$ cat config.mk
export PLATFORM = sky130hd
export DESIGN_NAME = ubg_top
export DESIGN_NICKNAME = d
export VERILOG_FILES = /design/src/include/ubg_pkg.sv /design/src/core/ubg_buf.sv /design/src/core/ubg_top.sv
export SDC_FILE = /design/constraint.sdc
export NUM_CORES = 1
export LEC_CHECK = 0
export ABC_CLOCK_PERIOD_IN_PS = 3350
export CORE_MARGIN = 1
export CORE_UTILIZATION = 43
export CTS_BUF_LIST = sky130_fd_sc_hd__clkbuf_4 sky130_fd_sc_hd__clkbuf_8
export DETAILED_ROUTE_END_ITERATION = 6
export DONT_BUFFER_PORTS = 1
export PLACE_DENSITY = 0.59
export SETUP_SLACK_MARGIN = 0.15
export SLEW_MARGIN = 15
export SYNTH_ARGS = -nofsm -noshare
export SYNTH_HDL_FRONTEND = slang
export SYNTH_HIERARCHICAL = 1
export SYNTH_SLANG_ARGS = --single-unit
$ cat constraint.sdc
create_clock -name clk -period 3.35 [get_ports clk]
set_clock_uncertainty 0.2 [all_clocks]
set_input_delay 0.5025 -clock clk [delete_from_list [all_inputs] [get_ports clk]]
set_output_delay 0.5025 -clock clk [all_outputs]
set_load 0.005 [all_outputs]
$ cat src/include/ubg_pkg.sv
// ubg_pkg: constants, register map and types for the serial data buffers
// and bit-rate generator; assumes one 40 MHz clock and a byte-wide register port.

package ubg_pkg;

   // ----------------------------------------------------------------
   // register map
   // ----------------------------------------------------------------
   localparam int ADDR_W = 4;
   localparam logic [3:0] OFS_RX_DATA = 4'h0;
   localparam logic [3:0] OFS_TX_DATA = 4'h1;
   localparam logic [3:0] OFS_DIV_LOW = 4'h2;
   localparam logic [3:0] OFS_DIV_HIGH = 4'h3;
   localparam logic [3:0] OFS_RX_CTRL = 4'h4;
   localparam logic [3:0] OFS_TX_CTRL = 4'h5;
   localparam logic [3:0] OFS_BAUD_CTRL = 4'h6;

   // ----------------------------------------------------------------
   // field positions and masks
   // ----------------------------------------------------------------
   localparam int TXC_SYNC = 4;
   localparam int TXC_HIGH_SPEED = 2;
   localparam int TXC_SHIFT_EMPTY = 1;
   localparam int TXC_NINTH = 0;
   localparam int RXC_NINTH = 0;
   localparam int BDC_WIDE = 3;
   localparam logic [7:0] TXC_WMASK = 8'hfd;
   localparam logic [7:0] RXC_WMASK = 8'hf8;
   localparam logic [7:0] BDC_WMASK = 8'h1b;
   localparam logic [7:0] BYTE_ZERO = 8'h00;

   // ----------------------------------------------------------------
   // prescaler terminal counts and their spans
   // ----------------------------------------------------------------
   localparam logic [5:0] PRE_SYNC_TC = 6'h03;
   localparam logic [5:0] PRE_WIDE_TC = 6'h0f;
   localparam logic [5:0] PRE_HIGH_TC = 6'h0f;
   localparam logic [5:0] PRE_LOW_TC = 6'h3f;
   localparam int SPAN_SYNC = 4;
   localparam int SPAN_WIDE = 16;
   localparam int SPAN_LOW = 64;
   localparam int CLK_HZ = 40000000;

   // one character: ninth bit above the data byte
   typedef struct packed {
      logic ninth;
      logic [7:0] data;
   } ubg_char_t;

endpackage

$ cat src/core/ubg_buf.sv
// ubg_buf: two-entry buffer with valid/ready on both sides
// assumes one clock, synchronous active-high reset and a clock enable.
`timescale 1ns/1ps
`default_nettype none

module ubg_buf #(
   parameter int W = 9
) (
   input wire logic clk,
   input wire logic rst,
   input wire logic ce,
   input wire logic in_valid,
   input wire logic [W-1:0] in_data,
   output logic in_ready,
   output logic out_valid,
   output logic [W-1:0] out_data,
   input wire logic out_ready
);

   typedef struct packed {
      logic [1:0][W-1:0] slot;
      logic [1:0] cnt;
   } ubg_buf_state_t;

   localparam logic [1:0] CNT_EMPTY = 2'h0;
   localparam logic [1:0] CNT_ONE = 2'h1;
   localparam logic [1:0] CNT_FULL = 2'h2;

   ubg_buf_state_t s_r;
   ubg_buf_state_t s_nxt;
   logic push;
   logic pop;

   // handshake from the count flops
   assign in_ready = (s_r.cnt != CNT_FULL);
   assign out_valid = (s_r.cnt != CNT_EMPTY);
   assign out_data = s_r.slot[0];
   assign push = in_valid && in_ready;
   assign pop = out_valid && out_ready;

   // shift on pop, fill the first free slot on push
   always_comb begin
      s_nxt = s_r;
      if (pop) begin
         s_nxt.slot[0] = s_r.slot[1];
      end
      if (push) begin
         if (s_r.cnt == CNT_EMPTY || (s_r.cnt == CNT_ONE && pop)) begin
            s_nxt.slot[0] = in_data;
         end else begin
            s_nxt.slot[1] = in_data;
         end
      end
      s_nxt.cnt = 2'(s_r.cnt + {1'b0, push} - {1'b0, pop});
   end

   // state register, frozen while ce is low
   always_ff @(posedge clk) begin
      if (rst) begin
         s_r <= '0;
      end else if (ce) begin
         s_r <= s_nxt;
      end
   end

endmodule

`default_nettype wire

$ cat src/core/ubg_top.sv
// ubg_top: serial data buffers and bit-rate generator with its registers
// assumes frame shifters on the same clock and a strobed byte register port.
//
// The strobed register port and the register addresses were decided locally.
`timescale 1ns/1ps
`default_nettype none

module ubg_top #(
   parameter int ADDR_W = ubg_pkg::ADDR_W
) (
   input wire logic clk,
   input wire logic rst,
   input wire logic ce,
   input wire logic [ADDR_W-1:0] addr,
   input wire logic [7:0] wdata,
   input wire logic wr,
   input wire logic rd,
   output logic [7:0] rdata,
   input wire logic rx_char_valid,
   input wire ubg_pkg::ubg_char_t rx_char,
   output logic rx_char_ready,
   output logic rx_avail,
   output logic tx_char_valid,
   output ubg_pkg::ubg_char_t tx_char,
   input wire logic tx_char_ready,
   output logic tx_room,
   output logic rate_tick,
   output logic [7:0] rx_ctrl,
   output logic [7:0] tx_ctrl,
   output logic [7:0] baud_ctrl
);

   typedef struct packed {
      logic [7:0] rdata;
      logic [7:0] txd;
      logic [7:0] div_low;
      logic [7:0] div_high;
      logic [7:0] rcs;
      logic [7:0] tcs;
      logic [7:0] bcn;
      logic [5:0] pre;
      logic [15:0] cnt;
      logic tick;
   } ubg_state_t;

   // ----------------------------------------------------------------
   // helpers
   // ----------------------------------------------------------------

   // address match
   function automatic logic hit(input logic [ADDR_W-1:0] a, input logic [3:0] ofs);
      hit = (a == ADDR_W'(ofs));
   endfunction

   // divisor in effect for given control and divisor bytes
   function automatic logic [15:0] div_of(input logic [7:0] bc, input logic [7:0] hi,
                                          input logic [7:0] lo);
      div_of = bc[ubg_pkg::BDC_WIDE] ? {hi, lo} : {ubg_pkg::BYTE_ZERO, lo};
   endfunction

   // prescaler terminal count from the mode bits
   // span per mode
   function automatic logic [5:0] pre_tc(input logic sync, input logic wide,
                                         input logic hs);
      if (sync) begin
         pre_tc = ubg_pkg::PRE_SYNC_TC;
      end else if (wide) begin
         pre_tc = ubg_pkg::PRE_WIDE_TC;
      end else if (hs) begin
         pre_tc = ubg_pkg::PRE_HIGH_TC;
      end else begin
         pre_tc = ubg_pkg::PRE_LOW_TC;
      end
   endfunction

   ubg_state_t s_r;
   ubg_state_t s_nxt;
   logic rx_head_valid;
   ubg_pkg::ubg_char_t rx_head;
   logic rx_pop;
   logic tx_push;
   logic tx_in_ready;
   logic restart;
   logic [15:0] div_now;
   logic [5:0] tc_now;
   logic [7:0] rcs_rd;
   logic [7:0] tcs_rd;
   ubg_pkg::ubg_char_t tx_word;

   // ----------------------------------------------------------------
   // character buffers
   // ----------------------------------------------------------------

   // receive double buffer
   // character held with ninth bit
   ubg_buf #(.W(9)) u_rx_buf (
      .clk(clk),
      .rst(rst),
      .ce(ce),
      .in_valid(rx_char_valid),
      .in_data(rx_char),
      .in_ready(rx_char_ready),
      .out_valid(rx_head_valid),
      .out_data(rx_head),
      .out_ready(rx_pop)
   );

   // transmit double buffer
   // character held with ninth bit
   ubg_buf #(.W(9)) u_tx_buf (
      .clk(clk),
      .rst(rst),
      .ce(ce),
      .in_valid(tx_push),
      .in_data(tx_word),
      .in_ready(tx_in_ready),
      .out_valid(tx_char_valid),
      .out_data(tx_char),
      .out_ready(tx_char_ready)
   );

   // buffer strobes and status levels
   // read pops head
   assign rx_pop = rd && hit(addr, ubg_pkg::OFS_RX_DATA);
   assign tx_push = wr && hit(addr, ubg_pkg::OFS_TX_DATA);
   assign tx_word = '{ninth: s_r.tcs[ubg_pkg::TXC_NINTH], data: wdata};
   assign rx_avail = rx_head_valid;
   assign tx_room = tx_in_ready;

   // ----------------------------------------------------------------
   // registers and rate counter
   // ----------------------------------------------------------------

   assign restart = wr && (hit(addr, ubg_pkg::OFS_DIV_LOW) || hit(addr, ubg_pkg::OFS_DIV_HIGH)
                           || hit(addr, ubg_pkg::OFS_TX_CTRL)
                           || hit(addr, ubg_pkg::OFS_BAUD_CTRL));
   assign div_now = div_of(s_r.bcn, s_r.div_high, s_r.div_low);
   assign tc_now = pre_tc(s_r.tcs[ubg_pkg::TXC_SYNC], s_r.bcn[ubg_pkg::BDC_WIDE],
                          s_r.tcs[ubg_pkg::TXC_HIGH_SPEED]);

   // next state: writes, read data and counting
   always_comb begin
      s_nxt = s_r;
      rcs_rd = s_r.rcs;
      tcs_rd = s_r.tcs;
      rcs_rd[ubg_pkg::RXC_NINTH] = rx_head.ninth;
      tcs_rd[ubg_pkg::TXC_SHIFT_EMPTY] = !tx_char_valid;
      if (wr) begin
         unique case (1'b1)
            hit(addr, ubg_pkg::OFS_TX_DATA): s_nxt.txd = tx_in_ready ? wdata : s_r.txd;
            hit(addr, ubg_pkg::OFS_DIV_LOW): s_nxt.div_low = wdata;
            hit(addr, ubg_pkg::OFS_DIV_HIGH): s_nxt.div_high = wdata;
            hit(addr, ubg_pkg::OFS_RX_CTRL): s_nxt.rcs = wdata & ubg_pkg::RXC_WMASK;
            hit(addr, ubg_pkg::OFS_TX_CTRL): s_nxt.tcs = wdata & ubg_pkg::TXC_WMASK;
            hit(addr, ubg_pkg::OFS_BAUD_CTRL): s_nxt.bcn = wdata & ubg_pkg::BDC_WMASK;
            default: s_nxt.txd = s_r.txd;
         endcase
      end
      // read data stands one cycle only
      s_nxt.rdata = ubg_pkg::BYTE_ZERO;
      if (rd) begin
         unique case (1'b1)
            hit(addr, ubg_pkg::OFS_RX_DATA): s_nxt.rdata = rx_head.data;
            hit(addr, ubg_pkg::OFS_TX_DATA): s_nxt.rdata = s_r.txd;
            hit(addr, ubg_pkg::OFS_DIV_LOW): s_nxt.rdata = s_r.div_low;
            hit(addr, ubg_pkg::OFS_DIV_HIGH): s_nxt.rdata = s_r.div_high;
            hit(addr, ubg_pkg::OFS_RX_CTRL): s_nxt.rdata = rcs_rd;
            hit(addr, ubg_pkg::OFS_TX_CTRL): s_nxt.rdata = tcs_rd;
            hit(addr, ubg_pkg::OFS_BAUD_CTRL): s_nxt.rdata = s_r.bcn;
            default: s_nxt.rdata = ubg_pkg::BYTE_ZERO;
         endcase
      end
      s_nxt.tick = 1'b0;
      if (restart) begin
         s_nxt.pre = '0;
         s_nxt.cnt = div_of(s_nxt.bcn, s_nxt.div_high, s_nxt.div_low);
      end else if (s_r.pre >= tc_now) begin
         s_nxt.pre = '0;
         if (s_r.cnt == '0) begin
            s_nxt.cnt = div_now;
            s_nxt.tick = 1'b1;
         end else begin
            s_nxt.cnt = 16'(s_r.cnt - 16'h0001);
         end
      end else begin
         s_nxt.pre = 6'(s_r.pre + 6'h01);
      end
   end

   // state register, frozen while ce is low
   always_ff @(posedge clk) begin
      if (rst) begin
         s_r <= '0;
      end else if (ce) begin
         s_r <= s_nxt;
      end
   end

   // outputs straight from flops
   assign rdata = s_r.rdata;
   assign rate_tick = s_r.tick;
   assign rx_ctrl = s_r.rcs;
   assign tx_ctrl = s_r.tcs;
   assign baud_ctrl = s_r.bcn;

   // ----------------------------------------------------------------
   // checks
   // ----------------------------------------------------------------

   // cycles since the last tick or restart
   logic [23:0] gap_r;
   always_ff @(posedge clk) begin
      if (rst) begin
         gap_r <= '0;
      end else if (ce) begin
         if (restart) begin
            gap_r <= '0;
         end else if (s_r.tick) begin
            gap_r <= 24'h000001;
         end else begin
            gap_r <= 24'(gap_r + 24'h000001);
         end
      end
   end
endmodule

`default_nettype wire

==> run_results.csv, run 1 <==
group,metric,value,unit
sta,hold_viol_final,0,
route,dr.pass1.iters,4,
route,drtIter0Drc,289,
die,die_area,15520,um2
layout,fillers,1448,
cts,htreeDepth,3,
synth,ys_types,70,
synth,ys_warn_count,6,
global_route,grt_max_degree,108,
placement,dp_hpwl,10780,um
power,p_leak,0.002261,uW
die,die-height,124.6,um
route,via_per_inst,5.756,
die,core.rowCount,44,
cts,root_buffer,"clkbuf_8",
power,p_total,2556,uW
sta,period_share,77.00,%
route,vias,4852,
layout,drive_above_1_share,10.17,%
hold_path,worstHoldPathType,"in2reg",
layout,finalNonFillerCells,843,
sta,fmax,387.7,MHz
global_route,antenna_found_initial,0,
synth,syn_area,6462,um2
synth,async_flop_share,0,%
cts,cts_tree,"built",
critical_path,cp-end-kind,"flip-flop",
synth,syn_inst,732,
synth,ys_seq_elements,111,
power,p_per_area,402.6,nW/um2
critical_path,rr_startpoint,"tx_ctrl[4]$_SDFFE_PP0P_",
power,max-vdd-ir-drop,0.2604,mV
sta,setup_violations,0,
sta,whs,25.21,ps
placement,dp_cells,826,
critical_path,worst_ep_required_time,3440,ps
hold_path,worstHoldStart,"rst",
placement,place.gp.congestion,0.9042,
layout,nNetsFinal,692,
die,initial_utilization,44.30,%
placement,place_area,6101,um2
cts,cts_buffer_depth,2,
route,wl,15830,um
route,drc,0,
cts,cts_made_buffers,9,
cts,numClockSinks,111,
synth,synth_area_leaders,"dfxtp_1, mux2i_1, buf_4, nor2_1, nand2_1",
route,wl_per_cell,18.78,um
sta,fin_crit,2580,ps
synth,synth_top_area_share,34.39,%
global_route,grt_pass1_vias,4708,
synth,synth_edf_count,0,
critical_path,startpoint,"tx_ctrl[4]$_SDFFE_PP0P_",
die,core-area,14590,um2
sta,tns,0,ps
sta,relSlewSlack,30.19,%
critical_path,path_max_fanout,34,
die,boundaryPins,74,
layout,final_area,6349,um2
run,maxCapViolCount,0,
synth,yosysTopAreaCell,"dfxtp_1",
status,status,"finished clean",
sta,worstMarginPinSlew,1043,ps
cts,cts_setup_buffers,0,
layout,area_growth,-1.762,%
layout,antenna_cells,0,
global_route,grt_pass1_wl,25720,um
placement,port_buffers,0,
critical_path,worstSetupPathType,"reg2reg",
die,die_x,124.6,um
route,ant_nets,0,
synth,synthTopCellsByCount,"dfxtp_1, nor2_1, mux2i_1",
cts,cts.clk_slew.worst_paths,100,ps
synth,synth_ff_type,"dfxtp_1",
synth,ys_seq_area_share,34.39,%
critical_path,cp-start-kind,"flip-flop",
global_route,grt_usage,20.70,%
cts,clk-insertion-delay-late,380,ps
critical_path,worst-endpoint-arrival,2670,ps
synth,syn_area_per_cell,8.828,um2
sta,rsz0062_at_grt,"no",
sta,slew_viol_final,0,
synth,synth.most_common_cell,"dfxtp_1",
global_route,grt_overflow,0,
cts,cts_resized,0,
## stage by stage
step	utilization [%]	setup WS, ps
2_1_floorplan	-	770.7
3_3_place_gp	41.82	784.0
3_5_place_dp	41.82	780.7
4_1_cts	43.49	756.9
5_1_grt	43.52	522.1
6_report	43.52	770.5
## final cells by class
type	count	area (um2)	area share (%)
clock inverters	4	55.05	0.8672
inverters	13	48.80	0.7686
repair buffers	8	82.58	1.301
flip-flops and latches	111	2222	35.00
clock buffers	11	151.4	2.385
well taps	184	230.2	3.626
multi-input cells	512	3558	56.05
## metal layers
layer  GRT usage, %  vias to the layer above  wire (um)
li1               -                     2408          -
met1          26.47                     2301       7198
met2          34.25                      110       7451
met3          3.651                       33        707
met4          8.575                        0        475
met5              0                        -          0
## cells in the final DEF (no fill, tap or decap), drive strengths merged, types with 4 or more instances in the layout
| cell type | n |
|---|---|
| a211oi | 23 |
| a21boi | 4 |
| a21o | 7 |
| a21oi | 23 |
| a22oi | 10 |
| a311oi | 16 |
| and2 | 5 |
| buf | 7 |
| clkbuf | 11 |
| conb | 8 |
| dfxtp | 111 |
| ha | 9 |
| inv | 12 |
| mux2 | 18 |
| mux2i | 79 |
| nand2 | 54 |
| nand2b | 8 |
| nand3 | 22 |
| nand4 | 6 |
| nor2 | 104 |
| nor2b | 8 |
| nor3 | 6 |
| nor4 | 4 |
| o211ai | 21 |
| o21ai | 14 |
| xnor2 | 10 |
## final timing paths
kind	depth (start not counted)	slack, ps	to
max	8	770	s_r[2]$_SDFFE_PP0P_
min	1	30	u_rx_buf/out_data[6]$_SDFFE_PP0P_
max reg2reg	8	770	s_r[2]$_SDFFE_PP0P_
min reg2reg	2	290	u_rx_buf/out_data[6]$_SDFFE_PP0P_
## kinds of logic (layout without fill, tap and decap cells)
kind of cell	count (synthesis)	in the layout	share of synthesized area, %
adders and majority gates	9	9	1.743
and+or+nand+nor	240	240	17.62
other	1	8	0.05803
DFF	111	111	34.39
buffers and inverters	116	36	11.02
xor gates and xnor gates	11	11	1.491
muxes	98	98	15.72
AOI/OAI and AO/OA	146	146	17.97
## flip-flops by register name, summed over array words and instances, names as in the netlist
signal / cells
baud_ctrl: 4
rate_tick: 1
rdata: 8
rx_ctrl: 5
s_r: 46
tx_ctrl: 7
u_rx_buf/out_data: 9
u_rx_buf/s_r: 11
u_tx_buf/out_data: 9
u_tx_buf/s_r: 11
## worst max-delay path: stages (launching register included)
cell	delay, ps
dfxtp_1	410
or3_1	400
ha_1	300
nand2_1	50
a21oi_1	250
o31a_1	180
buf_4	340
nor2_1	80
a311oi_1	250
## report_power, final
group          internal, uW  total (uW)  switching, uW  leakage, uW
combinational           136         329            193      0.00126
clock                   385         840            454     0.000102
sequential             1350        1390           36.3     0.000899
total                  1870        2560            684      0.00226
## repair_timing
| item | in CTS | in global routing |
|---|---|---|
| setup endpoints to repair | 0 | 0 |
| endpoints found under the hold margin | 107 | 0 |
| hold buffers | 2 | 0 |
(Power assumes the default switching activity.)
==> run 2: changes to the inputs <==
- ABC_CLOCK_PERIOD_IN_PS: 3350 -> 2500
- clock period: 3.35 -> 2.5 ns (I/O delays scaled with it)
==> run_results.csv, run 2 (same netlist as run 1, synthesis figures left out) <==
group,metric,value,unit
critical_path,r2r-end,"s_r[5]$_SDFFE_PP0P_",
cts,cts_tree,"built",
critical_path,worst-endpoint-arrival,2400,ps
sta,tns,0,ps
critical_path,cp-endpoint,"u_rx_buf/out_data[7]$_SDFFE_PP0P_",
die,initial_utilization,44.30,%
die,die_area,15520,um2
sta,rsz0062_at_grt,"yes",
layout,top_regs,"s_r (46), u_rx_buf/s_r (11), u_tx_buf/s_r (11)",
layout,layout_commonest_cell,"dfxtp_1",
global_route,met1_usage,28.08,%
sta,worstMarginPinSlew,1068,ps
cts,clk-insertion-delay-late,390,ps
route,drc,0,
route,wl,17460,um
critical_path,cp-end-kind,"flip-flop",
route,dr.pass1.iters,6,
run,maxCapViolCount,0,
layout,fillers,1371,
placement,place_area,6227,um2
status,status,"finished clean",
global_route,grt_overflow,0,
placement,place.gp.congestion,0.8500,
critical_path,ff2ff_path_depth,7,
die,core.rowCount,44,
critical_path,worst_ep_required_time,2580,ps
critical_path,cp_num_buf_inv,4,
sta,layout_setup_ws,188.7,ps
cts,cts.clk_slew.worst_paths,110,ps
critical_path,cp_num_cells,9,
layout,final_area,7107,um2
critical_path,path_max_fanout,10,
critical_path,path_cells,"nand2b_1 -> nor4_1 -> buf_4 -> inv_1 -> a21boi_2 -> buf_4 -> mux2i_1 -> a211oi_1 -> dlygate4sd3_1",
sta,fmax,432.6,MHz
sta,setup_violations,0,
die,boundaryPins,74,
sta,hold_viol_final,0,
sta,period_share,92.45,%
power,max-vdd-ir-drop,0.3106,mV
global_route,grt_max_degree,86,
layout,largest_register_ffs,46,
layout,nNetsFinal,757,
critical_path,max_stage_delay,550,ps
layout,largest-register,"s_r",
power,p_per_area,498.5,nW/um2
cts,cts_made_buffers,9,
route,ant_nets,0,
sta,slew_viol_final,0,
critical_path,worstSetupPathType,"in2reg",
route,via_per_inst,5.728,
cts,cts_buffer_depth,2,
global_route,grt_usage,22.20,%
route,wl_per_cell,19.21,um
placement,dp_hpwl,11060,um
critical_path,cpMostUsedCell,"buf_4",
global_route,antenna_found_initial,0,
critical_path,rr_startpoint,"tx_ctrl[2]$_SDFFE_PP0P_",
critical_path,ff2ff_setup_slack,200,ps
layout,drive_above_1_share,14.07,%
layout,final_cell_mix,"dfxtp_1, nor2_1, mux2i_1",
sta,relSlewSlack,28.57,%
die,die_x,124.6,um
critical_path,startpoint,"addr[3]",
global_route,busiest_layer,"met2",
cts,root_buffer,"clkbuf_8",
route,vias,5207,
route,drtIter0Drc,465,
power,p_leak,0.002651,uW
global_route,grt_pass1_vias,4997,
layout,antenna_cells,0,
placement,pre_cts_ws,29.62,ps
die,die-height,124.6,um
die,core-area,14590,um2
global_route,use_met3,3.479,%
global_route,grt_pass1_wl,27410,um
global_route,grt_util_met2,35.91,%
layout,fin_util,48.71,%
placement,port_buffers,0,
sta,fin_crit,2311,ps
cts,htreeDepth,3,
critical_path,cp-start-kind,"primary input",
critical_path,path_delay_family,"buffers and inverters",
critical_path,cp_slowest_cell,"dlygate4sd3_1",
hold_path,worstHoldPathType,"in2reg",
cts,numClockSinks,111,
layout,area_growth,9.971,%
run 2: changes by cell type in the layout (fill, tap and decap cells not counted), sizes merged:
| cell | before | now |
|---|---|---|
| dlygate4sd3 | 1 | 47 |
| buf | 7 | 25 |
| inv | 12 | 14 |
| clkinv | 3 | 4 |
| clkinvlp | 1 | 0 |
run 2: layer usage:
layer  part of all wire, %  up-vias  routed length [um]
met4                   3.7        0                 646
met3                   5.0       50                 869
li1                      -     2530                   -
met5                     0        -                   0
met1                    43     2474                7538
met2                    48      153                8405
run 2: worst min path at each step:
stage / startpoint / end / depth (start not counted)
2_1_floorplan: rdata[0]$_SDFFE_PP0P_ / rdata[0]$_SDFFE_PP0P_ / 2
3_3_place_gp: rst / u_rx_buf/s_r[0]$_SDFFE_PP0P_ / 1
3_5_place_dp: rst / u_rx_buf/s_r[0]$_SDFFE_PP0P_ / 1
4_1_cts: wdata[7] / u_tx_buf/out_data[7]$_SDFFE_PP0P_ / 2
5_1_grt: tx_char_ready / u_tx_buf/s_r[1]$_SDFFE_PP0P_ / 2
6_report: wdata[7] / u_tx_buf/out_data[7]$_SDFFE_PP0P_ / 2
run 2: worst register-to-register path: cells and delay by family (launching register included):
kind,cells,cell delay (ps)
flip-flops,1,340
buffers and inverters,2,320
AND/OR/NAND/NOR,1,420
adder cells (fa/ha/maj),1,230
AO/OA/AOI/OAI,3,720
run 2: final cells by class:
type	count	area, um2	area share, %
inverters	13	48.80	0.6866
repair buffers	73	748.2	10.53
clock buffers	10	137.6	1.937
well taps	184	230.2	3.239
clock inverters	6	66.31	0.9331
multi-input cells	512	3650	51.36
flip-flops and latches	111	2226	31.32
run 2: per-stage QoR:
| stage | instances | hold slack (ps) | power (uW) |
|---|---|---|---|
| finish | 909 | 20.41 | 3543 |
| global route | 909 | 25.89 | 3696 |
| CTS | 903 | 6.476 | 3551 |
| detailed placement | 839 | 257.4 | 2329 |
| global placement | 839 | 257.6 | 2320 |
| floorplan | 739 | 236.7 | 2335 |
run 2: where the power goes:
| group | switching [uW] | leakage (uW) | internal (uW) |
|---|---|---|---|
| clock | 642 | 0.000107 | 497 |
| combinational | 298 | 0.00164 | 247 |
| sequential | 48.9 | 0.000900 | 1810 |
| total | 988 | 0.00265 | 2550 |
run 2: what timing repair did:
item | in CTS | in global routing
gates resized for setup | 0 | 19
setup buffers | 0 | 4
hold endpoints to repair | 111 | 0
hold buffers | 48 | 0
setup endpoints to repair | 0 | 34
